===== src/pkg/wdt_defines.vh =====
// Constants for the window and timeout watchdog
`ifndef WDT_DEFINES_VH
`define WDT_DEFINES_VH

// ==========================================================
// Register byte addresses
`define WDT_ADDR_WDOG 8'h00
`define WDT_ADDR_INT 8'h04
`define WDT_ADDR_STAT 8'h08

// ==========================================================
// Watchdog register fields
`define WDT_PSEL_LSB 0
`define WDT_PSEL_MSB 2
`define WDT_CTRL_BIT 3
`define WDT_MODE_LSB 4
`define WDT_MODE_MSB 5
`define WDT_PSEL_DEFAULT 3'h4

// ==========================================================
// Interrupt status fields
`define WDT_INT_CI 0
`define WDT_INT_WAKE 1
`define WDT_INT_W 2

// ==========================================================
// Status register fields
`define WDT_STAT_CHIP_LSB 0
`define WDT_STAT_CHIP_MSB 2
`define WDT_STAT_PIN 3
`define WDT_STAT_CAUSE_LSB 4
`define WDT_STAT_CAUSE_MSB 6

// ==========================================================
// Chip operating modes
`define CHIP_OFF 3'h0
`define CHIP_SLEEP 3'h1
`define CHIP_STANDBY 3'h2
`define CHIP_NORMAL 3'h3
`define CHIP_OVERTEMP 3'h4

// ==========================================================
// Watchdog modes
`define WD_OFF 2'h0
`define WD_WINDOW 2'h1
`define WD_TIMEOUT 2'h2

// ==========================================================
// Reset cause codes
`define CAUSE_NONE 3'h0
`define CAUSE_EARLY 3'h1
`define CAUSE_WIN_OVF 3'h2
`define CAUSE_TO_OVF 3'h3
`define CAUSE_PIN 3'h4
`define CAUSE_CTRL 3'h5

// ==========================================================
// Timing: one watchdog tick of the oscillator is 1 ms
`define WDT_CLK_NS 25
`define WDT_TICK_NS 1000000
`define WDT_TICK_CYCLES (`WDT_TICK_NS / `WDT_CLK_NS)

// Period table in ms, eight 16-bit entries, code 0 in low bits
// Codes 0 to 7: 16, 32, 48, 64, 128, 256, 1024, 4096; default code 4
`define WDT_PERIOD_TABLE 128'h1000_0400_0100_0080_0040_0030_0020_0010
// Table entry of the default code, loaded while in reset
`define WDT_PERIOD_DEFAULT 16'h0080

`endif


===== src/window_timeout_watchdog.v =====
// Window and timeout watchdog supervisor with APB register access
//
// The APB register port and the placing of the registers were decided locally.
`timescale 1ns/1ps
`include "wdt_defines.vh"

//
// Behaviour
// - Writing one clears interrupt flag
// - Timing from own oscillator tick only
// - Exactly one mode: Window, Timeout, Off
// - Period field, default 128 ms
// - Every watchdog register write restarts timer
// - Early trigger in Window mode resets
// - Legal trigger restarts timer, no reset
// - Window overflow causes system reset
// - Timeout overflow with CI flag pending resets
// - Disable pin change in Normal/Standby resets
// - Mode bit change in Normal resets
// - Watchdog reset reloads default period code
// - Disable pin high forces Off
// - Standby mode bit one: Off, interrupt re-enables
// - Standby mode bit locked while interrupt pending
// - Normal, bit zero, pin low: Window
// - Timeout in Standby bit0 or Normal bit1
// - First timeout overflow sets cyclic interrupt
// - Off, Overtemp, Sleep chip modes: Off
module window_timeout_watchdog #(
    parameter TICK_CYCLES = `WDT_TICK_CYCLES
) (
    // Clock, reset, clock enable
    input wire pclk,
    input wire presetn,
    input wire ce,
    // APB slave
    input wire psel,
    input wire penable,
    input wire pwrite,
    input wire [7:0] paddr,
    input wire [31:0] pwdata,
    output reg [31:0] prdata,
    output reg pready,
    output reg pslverr,
    // Chip context
    input wire [2:0] chip_mode,
    input wire wake_event,
    input wire watchdog_disable_pin,
    // Results
    output reg wdog_reset,
    output reg [1:0] wdog_mode,
    output reg int_pending
);

    // ==========================================================
    // Constants
    // Prescaler counts 0 to TICK_LAST, one watchdog tick per wrap
    localparam integer TICK_LAST_FULL = TICK_CYCLES - 1; // Wrap value
    localparam [15:0] TICK_LAST = TICK_LAST_FULL[15:0]; // Prescaler wrap

    // ==========================================================
    // State
    reg dis_meta; // Synchroniser first stage
    reg dis_sync; // Synchronised disable pin
    reg dis_prev; // Previous synchronised level
    reg [15:0] prescale; // Oscillator tick divider
    reg [15:0] count; // Elapsed ticks of this period
    reg [2:0] watchdog_period_select; // Period code
    reg watchdog_mode_ctrl; // Mode-control bit
    reg [`WDT_INT_W-1:0] int_flags; // Sticky interrupt flags
    reg [2:0] last_cause; // Cause of last watchdog reset
    wire [15:0] period_ms; // Current period in ticks

    // ==========================================================
    // Mode selection
    // Pin overrides everything, then chip mode and mode bit decide
    function [1:0] mode_of;
        input pin;
        input [2:0] chip;
        input ctrl;
        input pend;
        begin
            if (pin) begin
                mode_of = `WD_OFF;
            end else if (chip == `CHIP_NORMAL) begin
                mode_of = ctrl ? `WD_TIMEOUT : `WD_WINDOW;
            end else if (chip == `CHIP_STANDBY) begin
                // Mode bit one turns it off unless an interrupt waits
                mode_of = (ctrl && !pend) ? `WD_OFF : `WD_TIMEOUT;
            end else begin
                mode_of = `WD_OFF;
            end
        end
    endfunction

    // Address compare shared by the three registers
    function addr_hit;
        input [7:0] addr;
        input [7:0] reg_addr;
        begin
            addr_hit = (addr == reg_addr);
        end
    endfunction

    // ==========================================================
    // Period lookup
    // New code reaches period_ms one cycle later; harmless, as the
    // count has just restarted from zero when the code changes
    period_table u_table (
        .pclk(pclk),
        .presetn(presetn),
        .ce(ce),
        .code(watchdog_period_select),
        .period_ms(period_ms)
    );

    // ==========================================================
    // Bus decode
    // Write acts only at the edge where pready is sampled high
    wire access_end = psel & penable & pready; // Transfer completes
    wire wr_fire = access_end & pwrite; // Write takes effect
    // First access cycle only; it is the one wait state
    wire rd_cap = psel & penable & ~pready; // Read data captured
    wire hit_wdog = addr_hit(paddr, `WDT_ADDR_WDOG);
    wire hit_int = addr_hit(paddr, `WDT_ADDR_INT);
    wire hit_stat = addr_hit(paddr, `WDT_ADDR_STAT);
    wire mapped = hit_wdog | hit_int | hit_stat;
    wire wd_write = wr_fire & hit_wdog;
    wire int_write = wr_fire & hit_int;

    // ==========================================================
    // Watchdog events
    wire [15:0] half = {1'b0, period_ms[15:1]}; // Open window start
    wire running = (wdog_mode != `WD_OFF);
    // Checked every cycle: the reset follows the tick that reaches
    // the period by one clock, with no late trigger let through
    wire overflow = running & (count >= period_ms);
    wire ci_pend = int_flags[`WDT_INT_CI];
    // Trigger inside the closed first half of a Window period
    wire early = wd_write & (wdog_mode == `WD_WINDOW)
        & (count < half);
    wire win_ovf = overflow & (wdog_mode == `WD_WINDOW);
    // Timeout overflow resets if CI already waits, else raises CI
    wire to_ovf = overflow & (wdog_mode == `WD_TIMEOUT);
    wire to_ovf_rst = to_ovf & ci_pend;
    wire to_ovf_ci = to_ovf & ~ci_pend;
    wire active_chip = (chip_mode == `CHIP_NORMAL)
        | (chip_mode == `CHIP_STANDBY);
    // Compared after both synchroniser stages; a pin already high
    // when reset ends counts as one change, since dis_prev starts low
    wire pin_chg = active_chip & (dis_sync != dis_prev);
    // Mode bit write is refused in Standby while an interrupt waits
    wire ctrl_lock = (chip_mode == `CHIP_STANDBY) & int_pending;
    wire ctrl_new = pwdata[`WDT_CTRL_BIT];
    wire ctrl_take = wd_write & ~ctrl_lock;
    wire ctrl_chg = ctrl_take & (ctrl_new != watchdog_mode_ctrl)
        & (chip_mode == `CHIP_NORMAL);
    wire rst_evt = early | win_ovf | to_ovf_rst | pin_chg | ctrl_chg;

    // ==========================================================
    // Next interrupt flags: set wins over a same-cycle clear
    reg [`WDT_INT_W-1:0] next_flags;
    always @* begin
        next_flags = int_flags;
        if (int_write) begin
            next_flags = int_flags & ~pwdata[`WDT_INT_W-1:0];
        end
        if (to_ovf_ci) begin
            next_flags[`WDT_INT_CI] = 1'b1;
        end
        // Wake flag stands for the chip's other interrupt sources
        if (wake_event) begin
            next_flags[`WDT_INT_WAKE] = 1'b1;
        end
    end

    // Next reset cause, highest priority first
    // Cause stands until the next watchdog reset, for software to read
    reg [2:0] next_cause;
    always @* begin
        if (early) begin
            next_cause = `CAUSE_EARLY;
        end else if (win_ovf) begin
            next_cause = `CAUSE_WIN_OVF;
        end else if (to_ovf_rst) begin
            next_cause = `CAUSE_TO_OVF;
        end else if (pin_chg) begin
            next_cause = `CAUSE_PIN;
        end else if (ctrl_chg) begin
            next_cause = `CAUSE_CTRL;
        end else begin
            next_cause = last_cause;
        end
    end

    // Next mode; the register then holds one mode at a time
    // Registered int_pending: a re-enable lags its flag by one cycle
    wire [1:0] next_mode = mode_of(dis_sync, chip_mode,
        watchdog_mode_ctrl, int_pending);
    // Any mode change starts a fresh period
    wire restart = rst_evt | wd_write | to_ovf_ci
        | (next_mode != wdog_mode) | ~running;

    // ==========================================================
    // Disable pin synchroniser
    // Two stages against metastability; dis_prev feeds only the
    // change detector and never reads the first stage
    always @(posedge pclk or negedge presetn) begin
        if (!presetn) begin
            dis_meta <= 1'b0;
            dis_sync <= 1'b0;
            dis_prev <= 1'b0;
        end else if (ce) begin
            dis_meta <= watchdog_disable_pin;
            dis_sync <= dis_meta;
            dis_prev <= dis_sync;
        end
    end

    // ==========================================================
    // Oscillator tick and period timer
    // Counting stops entirely while clock enable is low
    // Held at zero while off, so enabling never inherits a stale count
    always @(posedge pclk or negedge presetn) begin
        if (!presetn) begin
            prescale <= 16'h0000;
            count <= 16'h0000;
        end else if (ce) begin
            if (restart) begin
                // Timer starts from zero on every trigger
                prescale <= 16'h0000;
                count <= 16'h0000;
            end else if (prescale == TICK_LAST) begin
                prescale <= 16'h0000;
                count <= count + 16'h0001;
            end else begin
                prescale <= prescale + 16'h0001;
            end
        end
    end

    // ==========================================================
    // Control bits, flags and results
    always @(posedge pclk or negedge presetn) begin
        if (!presetn) begin
            watchdog_period_select <= `WDT_PSEL_DEFAULT;
            watchdog_mode_ctrl <= 1'b0;
            int_flags <= {`WDT_INT_W{1'b0}};
            int_pending <= 1'b0;
            last_cause <= `CAUSE_NONE;
            wdog_reset <= 1'b0;
            wdog_mode <= `WD_OFF;
        end else if (ce) begin
            wdog_reset <= rst_evt; // One-cycle reset request
            wdog_mode <= next_mode;
            int_flags <= next_flags;
            int_pending <= |next_flags;
            last_cause <= next_cause;
            if (rst_evt) begin
                // Watchdog reset brings back the default period
                watchdog_period_select <= `WDT_PSEL_DEFAULT;
            end else if (wd_write) begin
                watchdog_period_select <=
                    pwdata[`WDT_PSEL_MSB:`WDT_PSEL_LSB];
            end
            // Mode bit keeps its value through a watchdog reset
            if (ctrl_take) begin
                watchdog_mode_ctrl <= ctrl_new;
            end
        end
    end

    // ==========================================================
    // APB slave: one wait state, data from registers
    // pready pulses once per transfer, so a master that holds its
    // request until then never sees a second completion
    // Unmapped addresses read zero and raise pslverr
    always @(posedge pclk or negedge presetn) begin
        if (!presetn) begin
            pready <= 1'b0;
            pslverr <= 1'b0;
            prdata <= 32'h00000000;
        end else if (ce) begin
            pready <= rd_cap;
            pslverr <= rd_cap & ~mapped; // Unmapped address errors
            if (rd_cap && !pwrite) begin
                prdata <= 32'h00000000; // Reserved bits read zero
                if (hit_wdog) begin
                    prdata[`WDT_PSEL_MSB:`WDT_PSEL_LSB] <=
                        watchdog_period_select;
                    prdata[`WDT_CTRL_BIT] <= watchdog_mode_ctrl;
                    prdata[`WDT_MODE_MSB:`WDT_MODE_LSB] <= wdog_mode;
                end else if (hit_int) begin
                    prdata[`WDT_INT_W-1:0] <= int_flags;
                end else if (hit_stat) begin
                    prdata[`WDT_STAT_CHIP_MSB:`WDT_STAT_CHIP_LSB] <=
                        chip_mode;
                    prdata[`WDT_STAT_PIN] <= dis_sync;
                    prdata[`WDT_STAT_CAUSE_MSB:`WDT_STAT_CAUSE_LSB] <=
                        last_cause;
                end
            end
        end
    end

endmodule // window_timeout_watchdog


===== src/period_table.v =====
// Period-select code to period length lookup, registered output
`timescale 1ns/1ps
`include "wdt_defines.vh"

module period_table #(
    parameter [127:0] TABLE = `WDT_PERIOD_TABLE
) (
    // Clock and reset
    input wire pclk,
    input wire presetn,
    input wire ce,
    // Lookup
    input wire [2:0] code,
    output reg [15:0] period_ms
);

    // ==========================================================
    // Registered table read; reset value is the default entry
    always @(posedge pclk or negedge presetn) begin
        if (!presetn) begin
            period_ms <= `WDT_PERIOD_DEFAULT;
        end else if (ce) begin
            period_ms <= TABLE[{code, 4'h0} +: 16];
        end
    end

endmodule // period_table


===== config.mk =====
export PLATFORM = sky130hd
export DESIGN_NAME = window_timeout_watchdog
export DESIGN_NICKNAME = d
export VERILOG_FILES = /design/src/window_timeout_watchdog.v /design/src/period_table.v
export VERILOG_INCLUDE_DIRS = /design/src /design/src/pkg
export SDC_FILE = /design/constraint.sdc
export NUM_CORES = 1
export LEC_CHECK = 0
export BUFFER_PORTS_ARGS = -buffer_cell sky130_fd_sc_hd__buf_4
export CELL_PAD_IN_SITES_DETAIL_PLACEMENT = 0
export CELL_PAD_IN_SITES_GLOBAL_PLACEMENT = 2
export CORE_MARGIN = 2
export CORE_UTILIZATION = 33
export CTS_CLUSTER_DIAMETER = 30
export CTS_CLUSTER_SIZE = 30
export DETAILED_ROUTE_END_ITERATION = 8
export PLACE_DENSITY = 0.77
export SETUP_SLACK_MARGIN = 0.4
export SLEW_MARGIN = 10
export SYNTH_ARGS = -nofsm -noshare
export SYNTH_HDL_FRONTEND = slang
export SYNTH_SLANG_ARGS = --single-unit

===== constraint.sdc =====
create_clock -name pclk -period 2.8 [get_ports pclk]
set_clock_uncertainty 0.05 [all_clocks]
set_input_delay 0.28 -clock pclk [delete_from_list [all_inputs] [get_ports pclk]]
set_output_delay 0.28 -clock pclk [all_outputs]
set_load 0.02 [all_outputs]

# Yosys cells after proc, flatten, opt, wreduce, memory -nomap -nowiden
# Cells that the tools add are included.
# totals
in_bits	51
ff_bits	73
wordCells	107
output_inout_bits	38
# op_classes
n_reduce_logical	15
addsub	2
n_bitwise	37
order_cmp	2
eq_ne	10
muxes	24
shifts	1
# op_table
cell	count
$shiftx A128 B8 Y16 const A	1
$mux W16	4
$add A16 B1 Y16 const B	2
$mux W3	7
$and A1 B1 Y1	19
$eq A16 B16 Y1 const B	1
$ge A16 B16 Y1	1
$lt A16 B15 Y1	1
$mux W2	7
$or A1 B1 Y1	11
$reduce_and A2 Y1	5
$eq A8 B3 Y1 const B	1
$eq A8 B4 Y1 const B	1
$logic_not A8 Y1	1
$mux W7	1
$eq A3 B2 Y1 const B	2
$mux W6	1
$reduce_bool A2 Y1	3
$mux W5	1
$not A1 Y1	5
$reduce_bool A5 Y1	1
$mux W1	3
$and A2 B2 Y2	1
$eq A2 B1 Y1 const B	1
other kinds (7)	10

# Longest topological paths before layout
# Gate-level depths: netlist (run 1).
# depth
depth_word	16
ltp_mapped	9
depth_no_buf	8

# Cells and area by module
# A second synthesis (run 1) with hierarchy kept.
# hier_totals
hier_cells	526
area_unflattened_um2	4595.7
# modules_own_cells
mod	instances	seq_area_each_um2	cells_per_inst	area_per_inst_um2
window_timeout_watchdog	1	1427.6	482	4176.5
period_table	1	176.4	44	419.2

# Least setup slack after synthesis (run 1)
# OpenSTA, ideal clock, no wires.
# synth_path
kind	reg-to-reg
from	register u_table.period_ms[7]
to	register count[13]
t_required_ns	2.673
stages_incl_launch_ff	9
t_arrival_ns	2.182
setup_ns	0.077
n_path_buf	0
slack_ns	0.491
synth_period_minus_slack_ns	2.309
cell_sequence	dfstp_2 inv_1 ha_1 o21a_1 o2bb2ai_1 o22ai_1 a211o_1 or4_1 o21ai_1
# synth_via
elab_chain_len	13
word_cells_on_any_way	19
cone_classes	2 x order compare; 1 x mux; 14 x bitwise; 2 x reduce/logical
# synth_lines
item	line_no	source
start, declared	period_table.v:14	output reg [15:0] period_ms
start signal, assigned	period_table.v:21	period_ms <= `WDT_PERIOD_DEFAULT;
start signal, assigned	period_table.v:23	period_ms <= TABLE[{code, 4'h0} +: 16];
$ge A16 B16 Y1	window_timeout_watchdog.v:136	wire overflow = running & (count >= period_ms);
$and A1 B1 Y1	window_timeout_watchdog.v:136	
$and A1 B1 Y1, on equally long branches	window_timeout_watchdog.v:141, window_timeout_watchdog.v:143	
$or A1 B1 Y1 / $and A1 B1 Y1 (equally long branches)	window_timeout_watchdog.v:157, window_timeout_watchdog.v:144	
$or A1 B1 Y1 (3 in a row)	window_timeout_watchdog.v:157	wire rst_evt = early | win_ovf | to_ovf_rst | pin_chg | ctrl_chg;
$or A1 B1 Y1	window_timeout_watchdog.v:200	wire restart = rst_evt | wd_write | to_ovf_ci
$or A1 B1 Y1 *	window_timeout_watchdog.v:200	
$or A1 B1 Y1 * (2 in a row)	window_timeout_watchdog.v:201	| (next_mode != wdog_mode) | ~running;
$reduce_bool A2 Y1 (no source line)	--	
$reduce_and A2 Y1 (no source line)	--	
end signal, assigned	window_timeout_watchdog.v:234	count <= count + 16'h0001;
end, declared	window_timeout_watchdog.v:66	reg [15:0] count;
# Mark *: on every way between the ends. The rest lies on a longest branch, timed or not.
# A chain may end at the register's enable or synchronous reset.

# Final worst setup path (run 1)
# layout_path
from	register count[11]
to	register last_cause[0]
# layout_via
elab_chain_len	7
word_cells_on_any_way	12
cone_classes	2 x order compare; 3 x mux; 5 x bitwise; 2 x reduce/logical
# layout_lines
item	line_no	source
$ge A16 B16 Y1	window_timeout_watchdog.v:136	
$and A1 B1 Y1	window_timeout_watchdog.v:136	
$and A1 B1 Y1	window_timeout_watchdog.v:143	wire to_ovf = overflow & (wdog_mode == `WD_TIMEOUT);
$and A1 B1 Y1	window_timeout_watchdog.v:144	wire to_ovf_rst = to_ovf & ci_pend;
$mux W3	window_timeout_watchdog.v:184	end else if (to_ovf_rst) begin
$mux W3	window_timeout_watchdog.v:182	end else if (win_ovf) begin
$mux W3	window_timeout_watchdog.v:180	if (early) begin
end signal, assigned	window_timeout_watchdog.v:249	last_cause <= `CAUSE_NONE;
end signal, assigned	window_timeout_watchdog.v:257	last_cause <= next_cause;
end, declared	window_timeout_watchdog.v:70	reg [2:0] last_cause;
# Several ways; a longest one is shown, not always the timed one.

==> results.cfg, run 1 <==
[floorplanning]
die_y_um = 113
io_pins = 89
dieArea_mm2 = 0.0128
floorplan.core_area_mm2 = 0.0115
effective_utilization_at_floorplan_pct = 34.2
die_w_um = 113
rows = 39

[timing]
totalNegativeSetupSlack_ps = 0
timing.final.hold_violations = 0
worstMarginPinSlew_ps = 848
timing.final.crit_share_pct = 82.3
rsz0062_at_grt = false
max_freq_mhz = 434
drv_slew = 0
max-slew-margin-rel_pct = 43.5
layout_min_cycle_time_ps = 2310
timing.final.ws_setup_ps = 495
hold-worst-slack_ps = 1.25
finalSetupViolations = 0

[synthesis]
leading_post_synthesis_cells_by_cell_area = sky130_fd_sc_hd__dfrtp_1 39%, sky130_fd_sc_hd__ha_1 6.7%, sky130_fd_sc_hd__buf_4 4.8%
synth-async-reset-ratio_pct = 100
synth.ff_latch_count = 64
cell_area_after_technology_mapping_mm2 = 0.00394
synthesis.instances = 428
number_of_synthesized_flops_with_an_enable_pin = 0
yosysWarningCount = 0
post-synth-top-area-cell = sky130_fd_sc_hd__dfrtp_1
netlist_top_cells_count = 62 x sky130_fd_sc_hd__dfrtp_1, 34 x sky130_fd_sc_hd__nand2_1, 34 x sky130_fd_sc_hd__o21ai_0
post_synth_top_flop = sky130_fd_sc_hd__dfrtp_1
synth.distinct_cells = 64
synth_seq_area_share_pct = 40.7
synthesis.area_per_instance_um2 = 9.21
synth_top_area_share_pct = 39.4
synth.most_common_cell = sky130_fd_sc_hd__dfrtp_1

[routing]
drt.antenna.violating_nets = 0
detail_route.drc_violations = 0
first_iter_violations = 182
via_per_inst = 5.09
drt_pre_antenna_iters = 6
vias = 3197
routed_wirelength_um = 9700
drt-wirelength-per-cell_um = 15.4

[critical_path]
setup.worst_path.end_class = flop
reg2reg_setup_slack_ps = 490
worst-endpoint-arrival_ps = 2470
worstPathRequired_ps = 2970
critical_path_fanout_max = 6
setup.worst_path.start_class = flop
criticalPathCategory = flop to flop

[clock_tree]
tritoncts = yes
tritoncts_num_sinks = 64
clockRootBuffer = sky130_fd_sc_hd__clkbuf_16
clock_tree.buffer_depth = 2
htree_num_levels = 3
post_cts_hold_buffer_count = 0
cts_inserted_buffers = 9
insertion_delay_ps = 340
clkSlewWorstSetupHoldPaths_ps = 50

[layout]
multiInputGateArea_mm2 = 0.00224
filler_cell_count = 1169
layout_nets = 553
antenna_cells_inserted = 0
layout.area.seq_mm2 = 0.00161
post_layout_nonfiller_instances = 628
post_route_cell_area_mm2 = 0.00486
post_route_cells_drive_above_1_share_pct = 22.5
signed_area_change_from_the_synthesized_netlist_to_the_final_layout_pct = 23.4
final_core_utilization_pct = 42.2

[global_routing]
grt.total_usage_pct = 15.9
grt_first_pass_wirelength_um = 16100
grt_antenna_before_repair = 0
grt_max_degree = 65
grt-ovfl-total = 0
via_count_of_the_first_global_routing_pass = 3163

[placed_design]
placed_cells_incl_taps = 605
port-buffer-count = 35
dpl-instance-area_mm2 = 0.00435
place_ws_ps = 176
gp_routability_congestion = 0.773
place.detailed.hpwl_um = 6730

[power_and_ir_drop]
p_leak_nw = 2.13
clkPwrFrac_pct = 48.4
p_sw_share_pct = 24.0
power.internal_mw = 1.83
power.combinational.fraction_pct = 10.4
power_dens_cells_mw_per_mm2 = 496
irDropWorstVdd_v = 0.000299
power.sequential.fraction_pct = 41.1
total_power_mw = 2.41
power.net_switching_mw = 0.579

[outcome]
status = complete, no violations

[min_path]
min_path_type = input pin to async pin

[flow_run]
max_cap_violations = 0
## state kept, by name (all words and copies together) (netlist names)
name	cells
wdog_reset	1
pready	1
dis_prev	1
watchdog_period_select	3
prdata	7
pslverr	1
watchdog_mode_ctrl	1
u_table.period_ms	7
prescale	16
count	16
int_flags	2
int_pending	1
last_cause	3
dis_sync	1
dis_meta	1
wdog_mode	2
## worst max-delay path, cell delays in order, from the launching register on
cell,delay [ps]
sky130_fd_sc_hd__dfrtp_2,450
sky130_fd_sc_hd__ha_1,330
sky130_fd_sc_hd__nand4bb_1,150
sky130_fd_sc_hd__o2111ai_1,140
sky130_fd_sc_hd__a2111o_1,370
sky130_fd_sc_hd__nor3b_2,190
sky130_fd_sc_hd__nor2_1,170
sky130_fd_sc_hd__mux2_2,350
## layer usage
layer	routed length [um]	global-route usage, %
met1	4730	21.9
met2	4510	24.7
met3	307	4.02
met4	144	5.04
met5	0	0
## layout make-up
| type | count | area share, % |
|---|---|---|
| clock buffers | 11 | 4.79 |
| clock inverters | 4 | 1.44 |
| inverters | 25 | 1.93 |
| multi-input cells | 326 | 46.2 |
| flip-flops and latches | 64 | 33.1 |
| well taps | 143 | 3.68 |
| repair buffers | 55 | 8.90 |
## path summary, 6_finish.rpt
kind                       cells past startpoint                 start              endpoint
max                                            7             count[11]         last_cause[0]
min                                            1               presetn  u_table.period_ms[8]
max reg2reg                                    7             count[11]         last_cause[0]
min reg2reg                                    2             prdata[1]             prdata[1]
max in group asynchronous                      1               presetn              count[9]
min in group pclk                              2  watchdog_disable_pin              dis_meta
## logic make-up (layout without fill, tap and decap cells)
logic type | after synthesis | after routing | synth area share, %
flip-flops | 64 | 64 | 40.7
AO/OA/AOI/OAI | 99 | 99 | 16.5
XOR/XNOR | 10 | 10 | 2.22
adder cells (fa/ha/maj) | 21 | 21 | 6.66
buffers and inverters | 63 | 95 | 8.44
other | 1 | 25 | 0.0951
multiplexers | 12 | 12 | 3.21
AND/OR/NAND/NOR | 158 | 159 | 22.2
## layout by cell type (no fill, tap or decap), types with 4 or more instances in the layout
| cell | n |
|---|---|
| sky130_fd_sc_hd__dfrtp_1 | 57 |
| sky130_fd_sc_hd__nor2_1 | 24 |
| sky130_fd_sc_hd__o21ai_0 | 33 |
| sky130_fd_sc_hd__nor4_1 | 6 |
| sky130_fd_sc_hd__and2_1 | 5 |
| sky130_fd_sc_hd__xnor2_1 | 4 |
| sky130_fd_sc_hd__nand2_1 | 34 |
| sky130_fd_sc_hd__inv_1 | 23 |
| sky130_fd_sc_hd__a31oi_1 | 9 |
| sky130_fd_sc_hd__clkbuf_16 | 9 |
| sky130_fd_sc_hd__nor3_1 | 8 |
| sky130_fd_sc_hd__buf_4 | 51 |
| sky130_fd_sc_hd__mux2_2 | 5 |
| sky130_fd_sc_hd__nand3_1 | 19 |
| sky130_fd_sc_hd__nor2b_1 | 11 |
| sky130_fd_sc_hd__dfrtp_2 | 5 |
| sky130_fd_sc_hd__conb_1 | 25 |
| sky130_fd_sc_hd__nand4_1 | 11 |
| sky130_fd_sc_hd__o31ai_1 | 8 |
| sky130_fd_sc_hd__a21oi_1 | 10 |
| sky130_fd_sc_hd__mux2i_1 | 7 |
| sky130_fd_sc_hd__xor2_1 | 6 |
| sky130_fd_sc_hd__nand2b_1 | 6 |
| sky130_fd_sc_hd__and3_1 | 8 |
| sky130_fd_sc_hd__ha_1 | 18 |
## power groups by stage
stage	combinational, mW	clock [mW]	sequential, mW
floorplan	0.163	0	1.01
global placement	0.239	0	1.01
detailed placement	0.241	0	1.01
CTS	0.245	1.21	0.990
global route	0.279	1.25	0.996
finish	0.252	1.17	0.991
## repair_timing
item,CTS,global route
endpoints found under the setup margin,24,24
gates cloned,0,2
pin swaps,2,14
setup buffers,1,5
resized for setup,8,25
Power figures use the tool's default switching activity.
==> run 2, diff against run 1 <==
CORE_UTILIZATION = 30   (was 33)
PLACE_DENSITY = 0.73   (was 0.77)
clock period = 1.95 ns   (was 2.8 ns; I/O delays follow)
==> results.cfg, run 2 (synthesized netlist as in run 1, its figures left out) <==
[outcome]
status = complete, but fails checks
violations = setup timing

[critical_path]
crit-reg2reg-launch = u_table.period_ms[7]
setup.worst_path.end_class = flop
reg2reg_setup_slack_ps = -310
criticalPathCategory = flop to flop
critical_path.cell_chain = inv_4 -> ha_4 -> o21a_1 -> o2bb2ai_4 -> o22ai_4 -> a211o_1 -> or4_1 -> o21ai_1
critical_path.slowest_cell = sky130_fd_sc_hd__dfstp_2
regToRegEndpoint = count[13]
worstRegToRegCells = 8
worstPathRequired_ps = 2160
worst-endpoint-arrival_ps = 2470
critical_path_fanout_max = 5
critical-path-max-stage-delay_ps = 540
setup.worst_path.start_class = flop

[flow_run]
max_cap_violations = 0

[floorplanning]
die_w_um = 119
effective_utilization_at_floorplan_pct = 31.0
die_y_um = 119
floorplan.core_area_mm2 = 0.0127
io_pins = 89
dieArea_mm2 = 0.0141
rows = 41

[routing]
via_per_inst = 4.88
drt.antenna.violating_nets = 0
drt_pre_antenna_iters = 4
vias = 3573
first_iter_violations = 184
detail_route.drc_violations = 0
routed_wirelength_um = 11100
drt-wirelength-per-cell_um = 15.1

[layout]
top_regs = count (16), prescale (16)
filler_cell_count = 1237
layout_nets = 627
antenna_cells_inserted = 0
signed_area_change_from_the_synthesized_netlist_to_the_final_layout_pct = 50.0
most-common-layout-cells = 112 x sky130_fd_sc_hd__buf_4, 59 x sky130_fd_sc_hd__dfrtp_1, 33 x sky130_fd_sc_hd__nand2_1
post_route_cells_drive_above_1_share_pct = 41.8
mostFrequentLayoutCell = sky130_fd_sc_hd__buf_4

[min_path]
hold-path-endpoint = watchdog_period_select[2]
hold_depth = 3
min_path_type = input pin to flop
timing.hold.worst.start = pwdata[2]

[global_routing]
grt-ovfl-total = 0
grt.total_usage_pct = 16.0
grt_antenna_before_repair = 0
grt_max_degree = 38
via_count_of_the_first_global_routing_pass = 3645
grt_first_pass_wirelength_um = 18000

[timing]
timing.final.crit_share_pct = 116
finalSetupViolations = 40
rsz0062_at_grt = true
layout_min_cycle_time_ps = 2260
drv_slew = 0
max_freq_mhz = 443
worstMarginPinSlew_ps = 511
max-slew-margin-rel_pct = 66.0
timing.final.hold_violations = 0
timing.final.ws_setup_ps = -309

[clock_tree]
clkSlewWorstSetupHoldPaths_ps = 50
tritoncts_num_sinks = 64
clock_tree.buffer_depth = 2
cts_inserted_buffers = 9
htree_num_levels = 3
tritoncts = yes
clockRootBuffer = sky130_fd_sc_hd__clkbuf_16
insertion_delay_ps = 340

[placed_design]
port-buffer-count = 35
place_ws_ps = -312
gp_routability_congestion = 0.825
place.detailed.hpwl_um = 7870

[power_and_ir_drop]
total_power_mw = 3.64
power_dens_cells_mw_per_mm2 = 616
irDropWorstVdd_v = 0.000342
p_leak_nw = 2.58
run 2: cell count changes in the layout (fill, tap and decap cells not counted), sizes merged:
cell         change
buf             +74
clkbuf           +1
clkinv           -1
dlygate4sd3      +1
run 2: worst max-delay path: cells and delay by family (launching register included):
kind	cells	cell delay, ps
compound gates	5	880
fa+ha+maj	1	200
buf+inv	1	50
flops	1	540
simple gates	1	460
run 2: final cells by class:
cell class | count | area (um^2) | share of cell area, %
clock buffers | 13 | 250 | 4.23
well taps | 172 | 215 | 3.64
flip-flops and latches | 64 | 1610 | 27.2
repair buffers | 129 | 1060 | 17.9
clock inverters | 3 | 65.1 | 1.10
multi-input cells | 326 | 2620 | 44.3
inverters | 25 | 96.3 | 1.63
run 2: how the worst max path moves through the flow:
stage / from / end / slack (ps) / depth (start not counted)
global placement: dis_sync / count[7] / -300 / 6
finish: u_table.period_ms[7] / count[13] / -310 / 8
CTS: u_table.period_ms[7] / count[13] / -300 / 8
detailed placement: u_table.period_ms[6] / count[13] / -310 / 8
global route: u_table.period_ms[7] / count[13] / -370 / 8
floorplan: count[9] / last_cause[0] / -220 / 6
run 2: layer usage:
metal | vias up | wire [um] | global-route usage [%]
met1 | 1721 | 5080 | 20.5
met5 | - | 0 | 0
met3 | 15 | 436 | 4.97
met2 | 65 | 5360 | 26.0
met4 | 0 | 205 | 4.61
li1 | 1772 | - | -
run 2: metrics by stage:
stage	hold slack (ps)	TNS (ps)	instances	util, %	cell area [um^2]
floorplan	-151	-2280	452	-	4140
global placement	153	-5900	699	38.9	4950
detailed placement	157	-6900	699	38.9	4950
CTS	28.6	-6240	724	43.1	5480
global route	29.5	-10450	732	46.5	5910
finish	34.5	-6720	732	46.5	5910
run 2: what timing repair did:
item,CTS,global route
endpoints found under the hold margin,35,0
gates cloned,0,2
buffers inserted,8,6
endpoints found under the setup margin,48,49
gates resized for setup,39,73
pin swaps,15,16
hold buffers,1,0
run 2: power by group:
part	switching, mW	leakage [nW]	internal, mW	total, mW
Sequential	0.0380	0.851	1.38	1.42
Combinational	0.265	1.58	0.208	0.472
Clock	0.598	0.154	1.15	1.75
Total	0.901	2.58	2.74	3.64
==> run 3, diff against run 2 <==
PLACE_DENSITY = 0.74   (was 0.73)
==> results.cfg, run 3 (synthesized netlist as in run 1, its figures left out) <==
[clock_tree]
tritoncts = yes
clock_tree.buffer_depth = 2
clockRootBuffer = sky130_fd_sc_hd__clkbuf_16
cts_inserted_buffers = 9
clkSlewWorstSetupHoldPaths_ps = 50
insertion_delay_ps = 330
tritoncts_num_sinks = 64
htree_num_levels = 3

[layout]
signed_area_change_from_the_synthesized_netlist_to_the_final_layout_pct = 49.4
mostFrequentLayoutCell = sky130_fd_sc_hd__buf_4
final_core_utilization_pct = 46.3
filler_cell_count = 1248
post_route_cells_drive_above_1_share_pct = 41.6
layout_nets = 622
top_regs = count (16), prescale (16)
most-common-layout-cells = 104 x sky130_fd_sc_hd__buf_4, 59 x sky130_fd_sc_hd__dfrtp_1, 34 x sky130_fd_sc_hd__nand2_1
antenna_cells_inserted = 0

[power_and_ir_drop]
clkPwrFrac_pct = 43.8
power.net_switching_mw = 0.864
power.combinational.fraction_pct = 14.4
power_dens_cells_mw_per_mm2 = 576
irDropWorstVdd_v = 0.000437
p_leak_nw = 2.54
p_sw_share_pct = 25.5
power.sequential.fraction_pct = 41.9
power.internal_mw = 2.53

[timing]
drv_slew = 0
timing.final.crit_share_pct = 117
totalNegativeSetupSlack_ps = -8200
timing.final.hold_violations = 0
timing.final.ws_setup_ps = -337
rsz0062_at_grt = true
max_freq_mhz = 437
finalSetupViolations = 41
layout_min_cycle_time_ps = 2290

[floorplanning]
die_y_um = 119
die_w_um = 119
rows = 41
io_pins = 89
effective_utilization_at_floorplan_pct = 31.0
floorplan.core_area_mm2 = 0.0127
dieArea_mm2 = 0.0141

[outcome]
violations = setup timing
status = complete, but fails checks

[critical_path]
reg2reg_setup_slack_ps = -340
worstRegToRegCells = 6
regToRegEndpoint = count[13]
setup.worst_path.start_class = flop
critical_path_fanout_max = 3
worst-endpoint-arrival_ps = 2490
criticalPathCategory = flop to flop
worstPathRequired_ps = 2160
setup.worst_path.end_class = flop
crit-reg2reg-launch = dis_sync

[placed_design]
place.detailed.hpwl_um = 7820
gp_routability_congestion = 0.827
port-buffer-count = 35

[global_routing]
grt_max_degree = 56
grt.total_usage_pct = 15.9
grt_first_pass_wirelength_um = 17700
via_count_of_the_first_global_routing_pass = 3526
grt-ovfl-total = 0
grt_antenna_before_repair = 0

[routing]
drt_pre_antenna_iters = 4
via_per_inst = 4.89
routed_wirelength_um = 11100
detail_route.drc_violations = 0
drt-wirelength-per-cell_um = 15.3
first_iter_violations = 214
drt.antenna.violating_nets = 0
vias = 3558

[min_path]
min_path_type = input pin to flop
hold-path-endpoint = watchdog_period_select[2]
timing.hold.worst.start = pwdata[2]
hold_depth = 3

[flow_run]
max_cap_violations = 0
==> run 3: per-stage QoR <==
step / hold WS (ps) / power (mW) / setup slack, ps / instance area (um^2) / std cells
after floorplan: -151 / 1.69 / -219 / 4140 / 452
after global placement: 128 / 1.87 / -332 / 4960 / 697
final: 38.5 / 3.39 / -337 / 5890 / 727
after CTS: 23.8 / 3.42 / -315 / 5490 / 719
after detailed placement: 133 / 1.87 / -334 / 4960 / 697
after global routing: 26.9 / 3.55 / -436 / 5890 / 727
==> run 3: timing repair <==
action	4_1_cts	5_1_grt
hold buffers	1	0
endpoints found under the setup margin	48	49
pin swaps	21	17
setup buffers	5	7
resized for setup	48	68
hold endpoints to repair	28	0
gates cloned	0	1
==> run 3: layout make-up <==
| type | count | area [um^2] | share of cell area, % |
|---|---|---|---|
| multi-input cells | 325 | 2630 | 44.7 |
| flip-flops and latches | 64 | 1610 | 27.3 |
| repair buffers | 125 | 1070 | 18.1 |
| clock buffers | 15 | 268 | 4.54 |
| well taps | 172 | 215 | 3.65 |
| inverters | 25 | 96.3 | 1.64 |
| clock inverters | 1 | 5.00 | 0.0849 |
==> run 3: routing by layer <==
metal,routed length (um),global-route usage [%],up-vias
li1,-,-,1750
met1,5070,20.6,1724
met2,5420,25.6,69
met3,431,4.20,15
met4,191,4.99,0
met5,0,0,-
==> run 3: worst max-delay path by stage <==
stage                  start       endpoint  slack [ps]  cells past startpoint
CTS                 dis_sync      count[13]        -310                      6
global placement    dis_sync      count[13]        -330                      6
finish              dis_sync      count[13]        -340                      6
global route        dis_sync      count[13]        -440                      6
floorplan           count[9]  last_cause[0]        -220                      6
detailed placement  dis_sync      count[13]        -330                      6
==> run 3: critical path: stages, from the launching register on <==
cell and delay [ps]:
sky130_fd_sc_hd__dfrtp_1 380, sky130_fd_sc_hd__or3b_4 410, sky130_fd_sc_hd__nor4b_4 340, sky130_fd_sc_hd__o211ai_2 190, sky130_fd_sc_hd__a211o_1 280, sky130_fd_sc_hd__or4_1 470, sky130_fd_sc_hd__o21ai_1 90
==> run 3: power groups by stage <==
stage                     Clock [mW]  Sequential (mW)  Combinational [mW]
after floorplan                    0             1.45               0.249
after global placement             0             1.44               0.426
after detailed placement           0             1.44               0.429
after CTS                       1.54             1.42               0.457
after global routing            1.60             1.42               0.528
final                           1.48             1.42               0.487
